--- src/common/ppfm_pkg.sv ---
// Functional notes
// - mode from three static mode-select pins, caught after reset release.
// - port0 pull-up applies only while pin is input.
// - port1 pull-up applies only while pin is input.
// - bus mode: port0 carries low address, muxed with low data byte.
// - bus mode: port1 carries middle address, muxed with high data byte.
// - bus mode: port2 drives upper address bits 16 to 23.
// - bus mode: port3 bit0 is address latch enable output.
// - bus mode: port3 bit1 is active-low read strobe.
// - bus mode: port3 bits 2,3 are low and high byte write strobes.
// - bus mode: port3 bit4 hold request in, bit5 hold acknowledge out.
// - bus mode: port3 bit6 is ready input from external devices.
// - bus mode: port3 bit7 outputs the bus clock.
// - each port4 pin selectable push-pull or open drain while used as port pin; peripheral outputs drive push-pull.
// - async tx pin overridden only while tx output enabled.
// - async clock pin driven only while clock output enabled.
// - pulse outputs on port4 bits 6,7 only when enabled.
// - sync serial takes data and clock pins when data output enabled.
// - port6 pull-up applies only while pin is input.
// - clock monitor on port6 bit3 only when enabled.
// - port5 bits 6,7 always feed capture trigger inputs.
package ppfm_pkg;
  localparam int PPFM_W = 8;
  localparam logic [2:0] PPFM_MODE_SINGLE = 3'h0;
  localparam int P3_ALE = 0;
  localparam int P3_RD = 1;
  localparam int P3_WRL = 2;
  localparam int P3_WRH = 3;
  localparam int P3_HREQ = 4;
  localparam int P3_HACK = 5;
  localparam int P3_RDY = 6;
  localparam int P3_CLK = 7;
  localparam int P4_A0_RX = 0;
  localparam int P4_A1_RX = 3;
  localparam int P4_A0_TX = 1;
  localparam int P4_A0_CK = 2;
  localparam int P4_A1_TX = 4;
  localparam int P4_A1_CK = 5;
  localparam int P4_PG0 = 6;
  localparam int P4_PG1 = 7;
  localparam int P5_S0_TX = 1;
  localparam int P5_S0_CK = 2;
  localparam int P5_S1_TX = 4;
  localparam int P5_S1_CK = 5;
  localparam int P5_CAP0 = 6;
  localparam int P5_CAP1 = 7;
  localparam int P6_S2_TX = 1;
  localparam int P6_S2_CK = 2;
  localparam int P6_CKMON = 3;
  localparam logic [7:0] PPFM_ZERO8 = 8'h00;
endpackage

--- src/logic/ppfm_pin_cell.sv ---
`timescale 1ns/10ps
// one pad's output drive; oe_n low means driving
module ppfm_pin_cell (
  input wire logic clk,
  input wire logic rst_n,
  input wire logic sel_alt,
  input wire logic alt_val,
  input wire logic alt_drv,
  input wire logic gpio_val,
  input wire logic gpio_dir,
  input wire logic pull_sel,
  input wire logic od_sel,
  output logic out_reg,
  output logic oe_n_reg,
  output logic pull_reg
);
  logic val;
  logic drv;
  // ***************************************
  // output select
  // ***************************************
  always_comb begin
    val = gpio_val;
    drv = gpio_dir;
    if (sel_alt) begin
      val = alt_val;
      drv = alt_drv;
    end
  end
  always_ff @(posedge clk) begin
    if (!rst_n) begin
      out_reg <= 1'b0;
      oe_n_reg <= 1'b1;
      pull_reg <= 1'b0;
    end else begin
      out_reg <= val;
      oe_n_reg <= !(drv && !(od_sel && val));
      pull_reg <= pull_sel && !drv;
    end
  end
endmodule

--- src/logic/ppfm_top.sv ---
`timescale 1ns/10ps
module ppfm_top import ppfm_pkg::*; #(
  parameter int W = PPFM_W
) (
  input wire logic clk,
  input wire logic rst_n,
  input wire logic [2:0] mode_select_pins,
  input wire logic [W-1:0] p0_in,
  input wire logic [W-1:0] p1_in,
  input wire logic [W-1:0] p3_in,
  input wire logic [W-1:0] p4_in,
  input wire logic [W-1:0] p5_in,
  input wire logic [W-1:0] p6_in,
  input wire logic [W-1:0] p0_data,
  input wire logic [W-1:0] p0_dir,
  input wire logic [W-1:0] p1_data,
  input wire logic [W-1:0] p1_dir,
  input wire logic [W-1:0] p2_data,
  input wire logic [W-1:0] p2_dir,
  input wire logic [W-1:0] p3_data,
  input wire logic [W-1:0] p3_dir,
  input wire logic [W-1:0] p4_data,
  input wire logic [W-1:0] p4_dir,
  input wire logic [W-1:0] p5_data,
  input wire logic [W-1:0] p5_dir,
  input wire logic [W-1:0] p6_data,
  input wire logic [W-1:0] p6_dir,
  input wire logic [W-1:0] port0_pullup_select,
  input wire logic [W-1:0] port1_pullup_select,
  input wire logic [W-1:0] port6_pullup_select,
  input wire logic [W-1:0] port4_open_drain_select,
  input wire logic [23:0] bus_addr,
  input wire logic [15:0] bus_wdata,
  input wire logic bus_addr_phase,
  input wire logic bus_data_drive,
  input wire logic bus_ale,
  input wire logic bus_rd_n,
  input wire logic bus_wrl_n,
  input wire logic bus_wrh_n,
  input wire logic bus_hold_ack,
  input wire logic bus_clk_out,
  input wire logic [1:0] async_serial_tx,
  input wire logic [1:0] async_tx_en,
  input wire logic [1:0] async_serial_clock,
  input wire logic [1:0] async_clk_out_en,
  input wire logic [2:0] sync_serial_tx,
  input wire logic [2:0] sync_serial_clock,
  input wire logic [2:0] sync_tx_en,
  input wire logic [1:0] pulse_gen_outputs,
  input wire logic [1:0] pulse_out_en,
  input wire logic clock_monitor_out,
  input wire logic clock_monitor_en,
  output logic ext_bus_mode,
  output logic [15:0] bus_rdata,
  output logic bus_hold_request,
  output logic bus_ready,
  output logic [1:0] async_serial_rx,
  output logic [1:0] async_clock_in,
  output logic [1:0] capture_trigger_inputs,
  output logic [W-1:0] p0_out,
  output logic [W-1:0] p0_oe_n,
  output logic [W-1:0] p0_pull,
  output logic [W-1:0] p1_out,
  output logic [W-1:0] p1_oe_n,
  output logic [W-1:0] p1_pull,
  output logic [W-1:0] p2_out,
  output logic [W-1:0] p2_oe_n,
  output logic [W-1:0] p3_out,
  output logic [W-1:0] p3_oe_n,
  output logic [W-1:0] p4_out,
  output logic [W-1:0] p4_oe_n,
  output logic [W-1:0] p5_out,
  output logic [W-1:0] p5_oe_n,
  output logic [W-1:0] p6_out,
  output logic [W-1:0] p6_oe_n,
  output logic [W-1:0] p6_pull
);
  // ***************************************
  // mode capture
  // ***************************************
  logic mode_cap_done;
  logic bus_mode;
  always_ff @(posedge clk) begin
    if (!rst_n) begin
      mode_cap_done <= 1'b0;
      bus_mode <= 1'b0;
    end else if (!mode_cap_done) begin
      mode_cap_done <= 1'b1;
      bus_mode <= (mode_select_pins != PPFM_MODE_SINGLE);
    end
  end
  always_ff @(posedge clk) begin
    if (!rst_n) begin
      ext_bus_mode <= 1'b0;
    end else begin
      ext_bus_mode <= bus_mode;
    end
  end

  // ***************************************
  // alternate selection per port
  // ***************************************
  logic [W-1:0] sel0, val0, drv0;
  logic [W-1:0] sel1, val1, drv1;
  logic [W-1:0] sel2, val2, drv2;
  logic [W-1:0] sel3, val3, drv3;
  logic [W-1:0] sel4, val4, drv4;
  logic [W-1:0] sel5, val5, drv5;
  logic [W-1:0] sel6, val6, drv6;
  logic [W-1:0] p4_od_eff;
  always_comb begin
    sel0 = {W{bus_mode}};
    val0 = bus_addr_phase ? bus_addr[7:0] : bus_wdata[7:0];
    drv0 = {W{bus_addr_phase || bus_data_drive}};
    sel1 = {W{bus_mode}};
    val1 = bus_addr_phase ? bus_addr[15:8] : bus_wdata[15:8];
    drv1 = {W{bus_addr_phase || bus_data_drive}};
    sel2 = {W{bus_mode}};
    val2 = bus_addr[23:16];
    drv2 = {W{1'b1}};
    sel3 = {W{bus_mode}};
    val3 = PPFM_ZERO8;
    drv3 = {W{1'b1}};
    val3[P3_ALE] = bus_ale;
    val3[P3_RD] = bus_rd_n;
    val3[P3_WRL] = bus_wrl_n;
    val3[P3_WRH] = bus_wrh_n;
    drv3[P3_HREQ] = 1'b0;
    val3[P3_HACK] = bus_hold_ack;
    drv3[P3_RDY] = 1'b0;
    val3[P3_CLK] = bus_clk_out;
    sel4 = PPFM_ZERO8;
    val4 = PPFM_ZERO8;
    drv4 = {W{1'b1}};
    sel4[P4_A0_TX] = async_tx_en[0];
    val4[P4_A0_TX] = async_serial_tx[0];
    sel4[P4_A1_TX] = async_tx_en[1];
    val4[P4_A1_TX] = async_serial_tx[1];
    sel4[P4_A0_CK] = async_clk_out_en[0];
    val4[P4_A0_CK] = async_serial_clock[0];
    sel4[P4_A1_CK] = async_clk_out_en[1];
    val4[P4_A1_CK] = async_serial_clock[1];
    sel4[P4_PG0] = pulse_out_en[0];
    val4[P4_PG0] = pulse_gen_outputs[0];
    sel4[P4_PG1] = pulse_out_en[1];
    val4[P4_PG1] = pulse_gen_outputs[1];
    sel5 = PPFM_ZERO8;
    val5 = PPFM_ZERO8;
    drv5 = {W{1'b1}};
    sel5[P5_S0_TX] = sync_tx_en[0];
    val5[P5_S0_TX] = sync_serial_tx[0];
    sel5[P5_S0_CK] = sync_tx_en[0];
    val5[P5_S0_CK] = sync_serial_clock[0];
    sel5[P5_S1_TX] = sync_tx_en[1];
    val5[P5_S1_TX] = sync_serial_tx[1];
    sel5[P5_S1_CK] = sync_tx_en[1];
    val5[P5_S1_CK] = sync_serial_clock[1];
    sel6 = PPFM_ZERO8;
    val6 = PPFM_ZERO8;
    drv6 = {W{1'b1}};
    sel6[P6_S2_TX] = sync_tx_en[2];
    val6[P6_S2_TX] = sync_serial_tx[2];
    sel6[P6_S2_CK] = sync_tx_en[2];
    val6[P6_S2_CK] = sync_serial_clock[2];
    sel6[P6_CKMON] = clock_monitor_en;
    val6[P6_CKMON] = clock_monitor_out;
    // open drain is a port-mode feature; peripherals drive push-pull
    p4_od_eff = port4_open_drain_select & ~sel4;
  end

  // ***************************************
  // pad cells
  // ***************************************
  logic [W-1:0] pu1_r, pu0_r, pu6_r;
  genvar i;
  generate
    for (i = 0; i < W; i++) begin : g_pad
      ppfm_pin_cell u0 (
        .clk(clk),
        .rst_n(rst_n),
        .sel_alt(sel0[i]),
        .alt_val(val0[i]),
        .alt_drv(drv0[i]),
        .gpio_val(p0_data[i]),
        .gpio_dir(p0_dir[i]),
        .pull_sel(port0_pullup_select[i] && !bus_mode),
        .od_sel(1'b0),
        .out_reg(p0_out[i]),
        .oe_n_reg(p0_oe_n[i]),
        .pull_reg(pu0_r[i])
      );
      ppfm_pin_cell u1 (
        .clk(clk),
        .rst_n(rst_n),
        .sel_alt(sel1[i]),
        .alt_val(val1[i]),
        .alt_drv(drv1[i]),
        .gpio_val(p1_data[i]),
        .gpio_dir(p1_dir[i]),
        .pull_sel(port1_pullup_select[i] && !bus_mode),
        .od_sel(1'b0),
        .out_reg(p1_out[i]),
        .oe_n_reg(p1_oe_n[i]),
        .pull_reg(pu1_r[i])
      );
      ppfm_pin_cell u2 (
        .clk(clk),
        .rst_n(rst_n),
        .sel_alt(sel2[i]),
        .alt_val(val2[i]),
        .alt_drv(drv2[i]),
        .gpio_val(p2_data[i]),
        .gpio_dir(p2_dir[i]),
        .pull_sel(1'b0),
        .od_sel(1'b0),
        .out_reg(p2_out[i]),
        .oe_n_reg(p2_oe_n[i]),
        .pull_reg()
      );
      ppfm_pin_cell u3 (
        .clk(clk),
        .rst_n(rst_n),
        .sel_alt(sel3[i]),
        .alt_val(val3[i]),
        .alt_drv(drv3[i]),
        .gpio_val(p3_data[i]),
        .gpio_dir(p3_dir[i]),
        .pull_sel(1'b0),
        .od_sel(1'b0),
        .out_reg(p3_out[i]),
        .oe_n_reg(p3_oe_n[i]),
        .pull_reg()
      );
      ppfm_pin_cell u4 (
        .clk(clk),
        .rst_n(rst_n),
        .sel_alt(sel4[i]),
        .alt_val(val4[i]),
        .alt_drv(drv4[i]),
        .gpio_val(p4_data[i]),
        .gpio_dir(p4_dir[i]),
        .pull_sel(1'b0),
        .od_sel(p4_od_eff[i]),
        .out_reg(p4_out[i]),
        .oe_n_reg(p4_oe_n[i]),
        .pull_reg()
      );
      ppfm_pin_cell u5 (
        .clk(clk),
        .rst_n(rst_n),
        .sel_alt(sel5[i]),
        .alt_val(val5[i]),
        .alt_drv(drv5[i]),
        .gpio_val(p5_data[i]),
        .gpio_dir(p5_dir[i]),
        .pull_sel(1'b0),
        .od_sel(1'b0),
        .out_reg(p5_out[i]),
        .oe_n_reg(p5_oe_n[i]),
        .pull_reg()
      );
      ppfm_pin_cell u6 (
        .clk(clk),
        .rst_n(rst_n),
        .sel_alt(sel6[i]),
        .alt_val(val6[i]),
        .alt_drv(drv6[i]),
        .gpio_val(p6_data[i]),
        .gpio_dir(p6_dir[i]),
        .pull_sel(port6_pullup_select[i]),
        .od_sel(1'b0),
        .out_reg(p6_out[i]),
        .oe_n_reg(p6_oe_n[i]),
        .pull_reg(pu6_r[i])
      );
    end
  endgenerate
  assign p0_pull = pu0_r;
  assign p1_pull = pu1_r;
  assign p6_pull = pu6_r;

  // ***************************************
  // inputs toward the core and peripherals
  // ***************************************
  // inputs are registered: one cycle of latency, no metastability filter
  always_ff @(posedge clk) begin
    if (!rst_n) begin
      bus_rdata <= 16'h0000;
    end else begin
      bus_rdata <= {p1_in, p0_in};
    end
  end

  always_ff @(posedge clk) begin
    if (!rst_n) begin
      bus_hold_request <= 1'b0;
    end else begin
      bus_hold_request <= bus_mode && p3_in[P3_HREQ];
    end
  end

  always_ff @(posedge clk) begin
    if (!rst_n) begin
      bus_ready <= 1'b0;
    end else begin
      bus_ready <= bus_mode && p3_in[P3_RDY];
    end
  end

  always_ff @(posedge clk) begin
    if (!rst_n) begin
      async_serial_rx <= 2'h0;
      async_clock_in <= 2'h0;
    end else begin
      async_serial_rx <= {p4_in[P4_A1_RX], p4_in[P4_A0_RX]};
      async_clock_in <= {p4_in[P4_A1_CK], p4_in[P4_A0_CK]};
    end
  end

  always_ff @(posedge clk) begin
    if (!rst_n) begin
      capture_trigger_inputs <= 2'h0;
    end else begin
      capture_trigger_inputs <= {p5_in[P5_CAP1], p5_in[P5_CAP0]};
    end
  end
endmodule

--- config.mk ---
export PLATFORM = sky130hd
export DESIGN_NAME = ppfm_top
export DESIGN_NICKNAME = d
export VERILOG_FILES = /design/src/common/ppfm_pkg.sv /design/src/logic/ppfm_pin_cell.sv /design/src/logic/ppfm_top.sv
export SDC_FILE = /design/constraint.sdc
export NUM_CORES = 1
export LEC_CHECK = 0
export BUFFER_PORTS_ARGS = -buffer_cell sky130_fd_sc_hd__buf_2
export CORE_AREA = 2 2 167 169
export CTS_CLUSTER_DIAMETER = 60
export DETAILED_ROUTE_END_ITERATION = 8
export DIE_AREA = 0 0 169 171
export PLACE_DENSITY = 0.54
export SYNTH_ARGS = -nofsm -noshare
export SYNTH_HDL_FRONTEND = slang
export SYNTH_SLANG_ARGS = --single-unit
export TNS_END_PERCENT = 10
--- constraint.sdc ---
create_clock -name clk -period 1.3 [get_ports clk]
set_input_delay 0.065 -clock clk [delete_from_list [all_inputs] [get_ports clk]]
set_output_delay 0.065 -clock clk [all_outputs]
set_load 0.01 [all_outputs]
# Word-level counts from Yosys, hierarchy flattened
# Cells that the tools add are included.
# word_totals
ff_bits,163
in_bits,268
# classes
muxes,91
bitwise,3
reduce_logical,126
# ops
op,count
$mux W1,89
$logic_not A1 Y1,65
$logic_and A1 B1 Y1,58
$mux W8,2
$and A8 B8 Y8,1
$not A8 Y8,1
$reduce_bool A3 Y1,1
$reduce_or A2 Y1,1
$logic_or A1 B1 Y1,1
$not A1 Y1,1

# Logic depth before layout (Yosys ltp)
# Gate-level depths: netlist (run 1).
# logic_depth
ltp_word,6
mapped_depth,5
mapped_depth_nobuf,2

# Cells and area by module
# Synthesis (run 1) repeated with hierarchy kept, for this count alone.
# unflattened
hier_cells,662
area_unflattened_um2,7387.1
# modules_own_cells
mod,instances,cells_each,area_each_um2
ppfm_pin_cell,56,10,112.6
ppfm_top,1,102,1081.0

# Least setup slack after synthesis (run 1)
# No wires, ideal clock.
# synth_timing
kind,register -> register
start,register bus_mode
end,register g_pad[0].u0.oe_n_reg
arrival_time_ps,974
required_ps,1161
setup_slack_ps,187
stages_incl_launch_ff,5
period_less_slack_ps,1113
path_cell_list,dfxtp_1 > buf_4 > buf_2 > buf_2 > o211ai_1
# synth_between
elab_chain_cells,2
# synth_lines
element,line,source
from (decl),ppfm_top.sv:82,logic bus_mode;
from (signal assigned),ppfm_top.sv:89,bus_mode <= (mode_select_pins != PPFM_MODE_SINGLE);
$mux W1,ppfm_pin_cell.sv:25,if (sel_alt) begin
$logic_not A1 Y1,ppfm_pin_cell.sv:37,oe_n_reg <= !(drv && !(od_sel && val));
to (signal assigned),ppfm_pin_cell.sv:37,
to (decl),ppfm_pin_cell.sv:14,"output logic oe_n_reg,"
# No other way between the ends.
# A chain may end at the register's enable or synchronous reset.

# Worst setup path after layout (run 1)
# layout_timing
start,input clock_monitor_en
end,register g_pad[3].u6.out_reg
# layout_between
elab_chain_cells,1
# layout_lines
element,line,source
from (decl),ppfm_top.sv:52,"input wire logic clock_monitor_en,"
$mux W1,ppfm_pin_cell.sv:25,
to (signal assigned),ppfm_pin_cell.sv:36,out_reg <= val;
to (decl),ppfm_pin_cell.sv:13,"output logic out_reg,"
# No other way between the ends.

==> results by stage, run 1 <==
Status:
- The run finished with clean final reports.

Clock network:
- The cell at the root of the clock tree is clkbuf_16.
- TritonCTS built the clock tree.
- The clock sink total is 163.
- After clock tree synthesis, the clock-pin slew on the worst setup and hold paths is 0.07 ns.
- The count of H-tree levels built during CTS is 4.
- The total clock buffers created by CTS is 17.
- Post-CTS repair changed the size of 0 cells.
- The clock reaches the later pin of the worst-skew pair after 0.42 ns.
- The number of setup buffers added after CTS is 0.
- The buffer levels on the longest clock path is 2.

Timing:
- In the final timing run, aggregate negative setup slack is 0 ns.
- The maximum clock frequency is 0.7987 GHz.
- The worst path needs 1.252 ns of the cycle, external delays included.
- The worst path meets setup with 0.04795 ns of slack.
- Setup violations remaining at the end of the flow were counted as 0.
- The number of pins exceeding their max-slew limit in the final report is 0.
- The worst setup skew after layout is 0.008267 ns.
- The final hold violation count is 0.
- The post-route fraction of the period consumed by the critical path is 96.31%.
- The worst max-slew margin expressed relative to the limit is 82.56%.
- At the pin with the least slew margin, the transition time is 0.2589 ns.
- Setup repair after global routing left no endpoint under its margin.

Route:
- In the routed layout, each cell is associated on average with a via count of 3.958.
- The final antenna-violating net count is 0.
- The routed layout has 5723 vias.
- After detailed routing, the number of remaining DRC violations is 0.
- The post-detailed-route wirelength per cell is 14.33 microns.
- The initial DRC count is 155.
- The number of detailed-route iterations in the first pass is 4.
- The total detailed-routing wirelength is 20720 microns.

Critical path:
- The most critical setup path has its startpoint at clock_monitor_en.
- The startpoint identified for the worst register-to-register timing path is bus_mode.
- In this run the register-to-register setup slack is 0.15 ns.
- The critical path is of the input pin to flip-flop type.
- The endpoint of the lowest-slack register-to-register path is g_pad[4].u1.oe_n_reg.
- The worst-case reg-to-reg path depth is 3.
- Data on the critical path is required at its endpoint by 1.61 ns.
- Along the worst path, the maximum fanout reaches 3.
- The kind of launch point of the worst setup path is an input pin.
- The sort of element at the end of the critical path is a flip-flop.
- The data arrival time of the critical path is 1.56 ns.
- The capture point of the critical path is g_pad[3].u6.out_reg.

Logic synthesis:
- Counting flops with a built-in enable in the synthesized netlist gives 0.
- Synthesis inferred 163 register bits.
- The post-synthesis compound-gate area fraction is 8.369%.
- Summed over all instances, the cell type with the most area after synthesis is dfxtp_1.
- The post-synthesis share of cell area spent on and, or, nand and nor gates is 11.57%.
- The combinational family with the most area after synthesis is buffers and inverters.
- Summing the areas of all fa, ha and maj instances in the mapped netlist gives 0% of the synthesized area.
- The distinct cell type count after synthesis is 24.
- The post-synthesis sequential area ratio is 53.50%.
- The average instance in the mapped netlist occupies 10.48 sq um.
- Synthesis produced a netlist with a net count of 850.
- During synthesis, Yosys emitted a total of 0 warnings.
- Of the post-synthesis cell area, the dominant cell type holds 53.50%.
- The predominant post-synthesis flop cell is dfxtp_1.
- The cell area that synthesis handed to floorplanning was 0.006100 sq mm.
- In the synthesized netlist the async set-or-reset flop fraction comes to 0%.
- The synthesized netlist devotes 0% of its cell area to XOR and XNOR gates.
- Yosys attributes the largest share of cell area to dfxtp_1 53%, buf_4 17%, mux2i_1 7.1%.
- The share of synthesized area spent on multiplexers is 7.056%.
- The post-synthesis cell count is 582.

GRT:
- The total track usage is 13.69%.
- The sum of overflow across all layers after global routing is 0.
- The via count of the first global-routing pass is 5941.
- The initial antenna violation count is 1.
- The pin count of the biggest net entering global routing is 48.
- The first global-routing pass estimated 30360 microns of wire.

Placement:
- Once placement finished, the instance area stood at 0.007541 sq mm.
- The weighted congestion reported at the end of routability-driven placement is 0.7570.
- OpenSTA, run right after detailed placement, puts the worst setup slack at 0.1583 ns.
- The estimated wirelength of the detail-placed design is 13120 microns.
- Buffers placed on the I/O ports in this run total 404.

Final layout:
- The number of diodes added for antenna fixing is 0.
- The final net count is 1355.
- The register with the most flip-flops in the final layout is bus_rdata.
- The final design instance area without fill is 0.01048 sq mm.
- The area added between synthesis and finish is 71.88%.
- The number of flip-flops in the largest register is 16.
- Cells with a size suffix above 1 make up 42.09% of the layout.

Die:
- The floorplan step defined a die boundary enclosing 0.02890 sq mm.
- The floorplan core area is 0.02732 sq mm.
- In this run the horizontal extent of the chip is 169 microns.
- 429 I/O pins were placed.
- For this configuration, the core starts out at a cell density of 22.32%.
- The number of rows created at floorplan is 61.
- Measured along the y axis, the die boundary spans 171 microns.

Pwr:
- Summing internal, switching and leakage power gives 0.01270 W.
- The total power per unit cell area is 1211 mW/mm^2.
- IR analysis of the VDD net gives a maximum drop of 698.5 uV.
- In this run the static leakage power is 5.026 nW.

Min path:
- The tightest min-delay check is of the input pin to flip-flop type.

Run:
- The tool flagged a number of max-cap violations equal to 0.
-- worst max-delay path, stage by stage --
cell,delay (ns)
dlygate4sd3_1,0.52
buf_2,0.15
mux2i_1,0.20
dlygate4sd3_1,0.57
nor2b_1,0.05
-- Yosys cell counts (all sizes together) (5+ instances only) --
cell and instances:
nor3b 5, a21oi 16, mux2i 43, and2 36, dfxtp 163, buf 151
a21boi 6, nor3 14, clkbuf 16, nand2 31, nor2b 28, o211ai 16
o21ai 43
-- what timing repair did --
action                                 4_1_cts  5_1_grt
setup endpoints to repair                    0        0
hold buffers                               233        0
endpoints found under the hold margin      160        0
-- worst min path at each step --
stage	start	to	slack, ns	cells past startpoint
5_1_grt	mode_select_pins[0]	bus_mode	0.03	3
3_3_place_gp	p5_dir[7]	g_pad[7].u5.oe_n_reg	0.23	2
4_1_cts	rst_n	mode_cap_done	0.02	2
2_1_floorplan	rst_n	mode_cap_done	0.09	0
6_report	mode_select_pins[0]	bus_mode	0.02	3
3_5_place_dp	p5_dir[7]	g_pad[7].u5.oe_n_reg	0.23	2
-- final cells by class --
cell class / count / area (sq um)
tap: 346 / 432.9
clock inverter: 12 / 143.9
clock buffer: 20 / 466.7
timing repair buffer: 653 / 4527
multi-input combinational: 252 / 1647
fill: 2651 / 16840
sequential: 163 / 3267
-- stage by stage --
stage                     util, %  instances  hold WS (ns)
after floorplan                 -        582       0.09272
after global placement      27.60       1181        0.2262
after detailed placement    27.60       1181        0.2278
after CTS                   38.37       1446       0.02379
after global routing        38.37       1446       0.03023
final                       38.37       1446       0.01616
-- metal layers --
layer / share of wire (%) / routed length (microns) / global-route usage [%] / vias up
li1: - / - / - / 2779
met1: 38 / 7846 / 14.22 / 2652
met2: 52 / 10790 / 25.00 / 241
met3: 6.4 / 1326 / 4.048 / 49
met4: 3.6 / 740 / 7.135 / 2
met5: 0.063 / 13 / 0 / -
-- cells by family after synthesis --
kind of cell | count (synthesis)
buffers and inverters | 167
AND/OR/NAND/NOR | 128
flip-flops | 163
AO/OA/AOI/OAI | 81
multiplexers | 43
-- report_power, final --
| part | internal (W) | switching (W) | total (W) |
|---|---|---|---|
| Combinational | 0.00120 | 0.000854 | 0.00205 |
| Sequential | 0.00530 | 0.0000858 | 0.00539 |
| Clock | 0.00303 | 0.00223 | 0.00526 |
| Total | 0.00953 | 0.00317 | 0.0127 |
-- placed cells by master, fill, tap and decap left out, drive strengths merged, types with 3 or more instances in the layout --
cell type    netlist  final
mux2i             43     43
a21oi             16     16
nor2               4      4
o21ai             43     43
and2              36     36
nand2             31     31
buf              151    420
clkbuf            16     20
nor2b             28     28
clkinv             0      3
inv                0      5
and3               3      3
dlygate4sd3        0    233
nor3b              5      5
o211ai            16     16
nor3              14     14
dfxtp            163    163
a21boi             6      6
No activity file was read; power rests on OpenSTA's default activity.
==> run 2: changes to the inputs <==
==> constraint.sdc (replaced) <==
create_clock -name clk -period 1.3 [get_ports clk]
set_input_delay 0.195 -clock clk [delete_from_list [all_inputs] [get_ports clk]]
set_output_delay 0.195 -clock clk [all_outputs]
set_load 0.01 [all_outputs]
==> results by stage, run 2 (synthesis gave the netlist of run 1 again) <==
Status:
- The flow ran to the end, and the final reports show no timing, DRC or antenna violations.

Placement:
- The wire-length estimate of the detail-placed layout is 13100 microns.
- In this run the tool buffered the top-level ports with 404 buffer cells.
- After detailed placement, the design holds a cell count of 1181.
- Prior to clock tree synthesis, the placed netlist has a worst setup slack of 0.1447 ns.
- The weighted congestion reported at the end of routability-driven placement is 0.7680.

Timing:
- Setup repair after global routing left no endpoint under its margin.
- The transition time at the pin with the least slew margin is 0.2613 ns.
- The worst path setup slack after routing is 0.04417 ns.
- The final hold violation count is 0.
- The number of setup violations in the final report is 0.
- The number of pins exceeding their max-slew limit in the final report was 0.
- Derived from the worst setup path, the maximum achievable clock frequency is 0.7963 GHz.
- The smallest clock period supported by the final layout is computed as 1.256 ns.
- The accumulated negative setup slack is 0 ns.
- The tightest hold path in the finished design has a slack of 0.02569 ns.
- The worst setup skew after layout is 0.01371 ns.
- Headroom to the max-slew limit came out at 82.58%.
- After layout, the worst path uses 96.60% of the clock period.

Clock network:
- The number of setup buffers added after CTS is 0.
- The number of hold buffers added after cts is 109.
- The later pin in the worst-skew pair is clocked with a latency of 0.42 ns.
- Counting every sink on the clock net gives 163.
- The TritonCTS clock tree is done.
- The buffer levels on the longest clock path is 2.
- The total clock buffers created by CTS is 17.
- The clock input transition at the sequential cells of the worst setup and hold paths is 0.06 ns.
- The cell at the root of the clock tree is clkbuf_16.
- The post-cts sizing count is 0.
- The count of H-tree levels built during CTS is 4.

Critical path:
- The worst-path cell with the longest stage delay is dlygate4sd3_1.
- The endpoint identified for the worst register-to-register timing path is g_pad[1].u1.oe_n_reg.
- The startpoint identified for the worst register-to-register timing path is bus_mode.
- The critical path goes through dlygate4sd3_1 -> buf_2 -> nor3_1 -> dlygate4sd3_1.
- The largest fanout of any net on the critical path is 2.
- The worst setup path is captured at a flip-flop.
- The delay contributed by the slowest stage of the critical path is 0.57 ns.
- The worst-case reg-to-reg path depth is 3.
- The cell type with the highest occurrence count on the critical path is dlygate4sd3_1.
- The data arrival time of the critical path is 1.61 ns.
- STA puts the critical path data required time at 1.65 ns.
- The minimum setup slack among reg-to-reg paths is 0.16 ns.
- In this design, the largest share of critical-path delay is due to buffers and inverters.
- The kind of launch point of the worst setup path is an input pin.
- Together, buffers and inverters on the worst path number 3.
- The worst setup path is of the input pin to flip-flop kind.

GRT:
- In the global route stage, overall resource usage came out at 11.66%.
- Entering global routing, the biggest net connects 48 pins.
- The initial antenna violation count is 1.
- The first global-routing pass estimated 25870 microns of wire.
- The sum of overflow across all layers after global routing is 0.
- The via count of the first global-routing pass is 4957.

Die:
- The die covers 0.02890 sq mm.
- The number of rows created at floorplan is 61.
- Once the floorplan was initialized, standard cells occupied 22.32% of the core.
- The top-level I/O count is 429.
- The die is 169 microns wide.
- The die span in y is 171 microns.
- The region available for standard cell placement spans 0.02732 sq mm.

Final layout:
- The filler-free cell count of the finished design is 1320.
- The number of flip-flops in the largest register is 16.
- Relative to the synthesized area, the layout overhead comes to 51.49%.
- The register with the most flip-flops is bus_rdata.
- In the final design database the tool counted 1232 nets.
- The number of diodes added for antenna fixing is 0.
- In the final layout, the share of cells above drive strength 1 is 47.13%.
- Measured on the finished design, the core utilization comes to 33.82%.
- The top cell types in the final layout, fill and taps aside, are 403 x buf_2, 162 x dfxtp_1, 110 x dlygate4sd3_1, 43 x mux2i_1, 43 x o21ai_0.
- The library cell used most frequently in the layout, excluding fill and tap cells, is buf_2.

Min path:
- The worst hold path was traced through 2 stages.
- For hold timing, the worst endpoint is g_pad[2].u5.oe_n_reg.
- In this run the most critical hold path is launched from p5_dir[2].
- The path class of the tightest hold or removal check is input pin to flip-flop.

Pwr:
- The part of the power in the clock network is 41.2%.
- The share of total power consumed by net switching is 23.69%.
- In this run the power spent charging and discharging nets is 0.002854 W.
- The analysis attributes to cell leakage a power of 4.514 nW.
- The combinational fraction of design power is 14.0%.
- The worst supply voltage drop on vdd is 581.6 uV.
- For this design the ratio of total power to cell area is 1304 mW/mm^2.
- Cell internal power was estimated by the tool at 0.009192 W.
- Of the total power, registers draw 44.7%.

Route:
- The number of detailed-route iterations in the first pass is 4.
- The count of vias placed by the detailed router is 5018.
- The final antenna-violating net count is 0.
- The initial DRC count is 113.
- For this run, design rule violations remaining after detail routing come to 0.
- The routed design has 17660 microns of wire.
- Using the TritonRoute via totals, the vias-per-cell ratio works out to 3.802.
- The post-detailed-route wirelength per cell is 13.38 microns.

Run:
- Across the run, the number of max-cap violations was 0.
run 2: cell count changes in the layout (fill, tap and decap cells not counted), sizes merged:
cell,before,now
clkinv,3,2
clkbuf,20,21
dlygate4sd3,233,110
inv,5,2
run 2: layout make-up:
type                            instances  area (sq um)
Clock buffer                           21         470.5
Clock inverter                          8         102.6
Fill cell                            2815         18080
Multi-Input combinational cell        252          1647
Sequential cell                       163          3267
Tap cell                              346         432.9
Timing Repair Buffer                  530          3321
run 2: power by group through the flow:
stage	logic [W]	clock network, W	registers (W)
2_1_floorplan	0.000938	0	0.00550
3_3_place_gp	0.00144	0	0.00549
3_5_place_dp	0.00145	0	0.00550
4_1_cts	0.00170	0.00518	0.00539
5_1_grt	0.00185	0.00537	0.00541
6_report	0.00169	0.00497	0.00539
run 2: routing by layer:
metal | vias up | wire length (microns) | GRT usage, % | part of all wire [%]
li1 | 2537 | - | - | -
met1 | 2271 | 7030 | 12.69 | 40
met2 | 193 | 9355 | 21.63 | 53
met3 | 15 | 1023 | 3.215 | 5.8
met4 | 2 | 235 | 4.274 | 1.3
met5 | - | 16 | 0 | 0.091
run 2: stage by stage:
stage	total power, W	instance area, sq um
finish	0.01205	9240
global route	0.01263	9240
CTS	0.01227	9230
detailed placement	0.006944	7566
global placement	0.006935	7566
floorplan	0.006438	6100
run 2: worst reg2reg max path, cell delays in order, from the launching register on:
cell and delay, ns:
dfxtp_4 0.39, or3b_1 0.40, buf_12 0.18, o211ai_1 0.09
run 2: worst max path at each step:
stage,startpoint,end,slack (ns),depth (start not counted)
after floorplan,bus_mode,g_pad[0].u0.oe_n_reg,0.19,4
after global placement,bus_mode,g_pad[0].u0.oe_n_reg,0.15,3
after detailed placement,bus_mode,g_pad[0].u0.oe_n_reg,0.14,3
after CTS,p4_data[3],g_pad[3].u4.oe_n_reg,0.07,5
after global routing,p4_data[3],g_pad[3].u4.oe_n_reg,0.009,5
final,p6_dir[2],g_pad[2].u6.pull_reg,0.04,4
==> run 3: changes to the inputs <==
- CORE_AREA: 2 2 167 169 -> 2 2 166 168
- DIE_AREA: 0 0 169 171 -> 0 0 168 170
- PLACE_DENSITY: 0.54 -> 0.6
- SYNTH_HIERARCHICAL: unset -> 1
==> results by stage, run 3 <==
Status:
- The flow ran to the end, and the final reports show no timing, DRC or antenna violations.

Final layout:
- Relative to the synthesized area, the layout overhead comes to 63.59%.
- The net count of the finished layout is 1429.
- The register with the most flip-flops in the layout has 16 of them.
- The fraction of the core area covered by cells at the end of the flow is 39.45%.
- The share of cells above drive strength 1 is 47.70%.
- The register with the most flip-flops is bus_rdata.
- The commonest non-fill, non-tap cell in the layout is buf_2.
- In the layout the commonest cells are 403 x buf_2, 162 x dfxtp_1, 123 x conb_1, 78 x nor2b_1.
- The filler-free cell count of the finished design is 1516.

Timing:
- The smallest clock period supported by the final layout is computed as 1.200 ns.
- The post-route fraction of the period consumed by the critical path is 92.27%.
- Across all setup checks in the final design, the least slack found is 0.1004 ns.
- The final hold violation count is 0.
- The number of pins exceeding their max-slew limit in the final report is 0.
- The clock arrives with 0.009939 ns of skew.
- Setup violations remaining at the end of the flow were counted as 0.
- Timing would allow up to 0.8336 GHz.
- Setup repair after global routing left no endpoint under its margin.

Route:
- The first detailed-routing pass ran for 4 iterations.
- The final antenna-violating net count is 0.
- Wires add up to 20230 microns.
- The post-detailed-route wirelength per cell is 13.35 microns.
- Using the TritonRoute via totals, the vias-per-cell ratio works out to 3.796.
- The final route contains 5755 vias.
- For this run, design rule violations remaining after detail routing come to 0.
- In this run, the number of DRC markers left after iteration 0 of detailed routing was 123.

GRT:
- The global-route wire length before repair is 30770 microns.
- The initial antenna violation count was 1.
- The pin count of the biggest net entering global routing is 60.
- The sum of overflow across all layers after global routing is 0.
- The via count of the first global-routing pass is 5787.
- The total track usage is 14.02%.

Clock network:
- After clock tree synthesis, the clock-pin slew on the worst setup and hold paths is 0.07 ns.
- CTS placed an instance of clkbuf_16 at the clock tree root.
- The longest clock path from root to sink contains 2 buffers.
- Once the clock tree was built, the setup fixing pass inserted 0 buffers.
- In this run, CTS created clock tree buffers numbering 17.
- The worst-skew pair later-pin latency is 0.41 ns.
- TritonCTS built the clock tree.
- The clock drives 163 sinks.
- The count of H-tree levels built during CTS is 4.

Die:
- For this configuration, the core starts out at a cell density of 24.11%.
- The number of rows created at floorplan is 60.
- The die is 168 microns wide.
- The die span in y is 170 microns.
- The floorplan core area is 0.02665 sq mm.
- 429 I/O pins were placed.
- The die covers 0.02856 sq mm.

Critical path:
- The data arrival time of the critical path is 1.49 ns.
- The kind of launch point of the worst setup path is a flip-flop.
- The sort of element at the end of the critical path is a flip-flop.
- The category of the most critical setup path is flip-flop to flip-flop.
- In this run the worst path has a maximum fanout of 30.
- The required arrival time at the worst endpoint is 1.59 ns.
- The most critical setup path has its startpoint at bus_mode.
- The reg-to-reg critical path startpoint is bus_mode.

Pwr:
- Power spread over the standard cell area amounts to 1249 mW/mm^2.
- The reported leakage power is 5.183 nW.
- VDD sags by at most 575.9 uV.
- The total power after layout is 0.01313 W.

Placement:
- The pre-CTS setup slack is -0.06389 ns.
- During placement, the flow inserted port buffers numbering 404.
- The weighted congestion reported at the end of routability-driven placement is 0.7972.
- Detailed placement ended at an HPWL of 16000 microns.
- Once placement completed, the tool counted placed cells totaling 1452.

Run:
- The tool flagged a number of max-cap violations equal to 0.

Logic synthesis:
- The average instance area after synthesis is 11.35 sq um.
- The synthesis warning total is 6.
- Summing every instance area after synthesis gives 0.006426 sq mm.
- Synthesis produced a netlist whose cell count is 566.

Min path:
- In this run the most critical hold path is launched from port6_pullup_select[5].
- The class of the worst hold path is input pin to flip-flop.
run 3: final cells by class:
type	count	area [sq um]
Clock inverter	14	211.5
Tap cell	341	426.7
Fill cell	2714	16140
Multi-Input combinational cell	462	3376
Inverter	56	210.2
Timing Repair Buffer	461	2580
Clock buffer	18	439.2
Antenna cell	1	2.502
Sequential cell	163	3267
run 3: timing repair:
item / in CTS / in global routing
resized for setup: 0 / 0
hold endpoints to repair: 31 / 0
hold buffers: 31 / 0
run 3: path summary, 6_finish.rpt:
check / to / slack (ns) / cells past startpoint
worst max register to register: g_pad[1].u3/out_reg / 0.10 / 3
worst min-delay path: g_pad[5].u6/pull_reg / 0.02 / 3
worst min register to register: bus_mode / 0.60 / 2
worst max-delay path: g_pad[1].u3/out_reg / 0.10 / 3
run 3: stage by stage:
stage / area, sq um / hold WS (ns) / TNS [ns]
finish: 10510 / 0.02396 / 0
global route: 10510 / 0.01671 / 0
CTS: 10510 / 0.01205 / 0
detailed placement: 9549 / 0.3994 / -1.698
global placement: 9549 / 0.3978 / -1.220
floorplan: 6895 / 0.2227 / -13.07
run 3: worst max-delay path: stages, from the launching register on:
cell     delay [ns]
dfxtp_4        0.42
buf_12         0.25
mux2i_1        0.31
nor2b_1        0.08
run 3: metal layers:
metal	GRT usage [%]	up-vias	wire, microns
li1	-	2971	-
met1	15.77	2517	8259
met2	24.38	238	9839
met3	5.000	29	1640
met4	5.331	0	493
met5	0	-	0
run 3: report_power, final:
part | internal [W] | leakage, nW | switching, W
sequential | 0.00531 | 1.35 | 0.0000841
clock | 0.00335 | 0.322 | 0.00226
combinational | 0.00115 | 3.51 | 0.000981
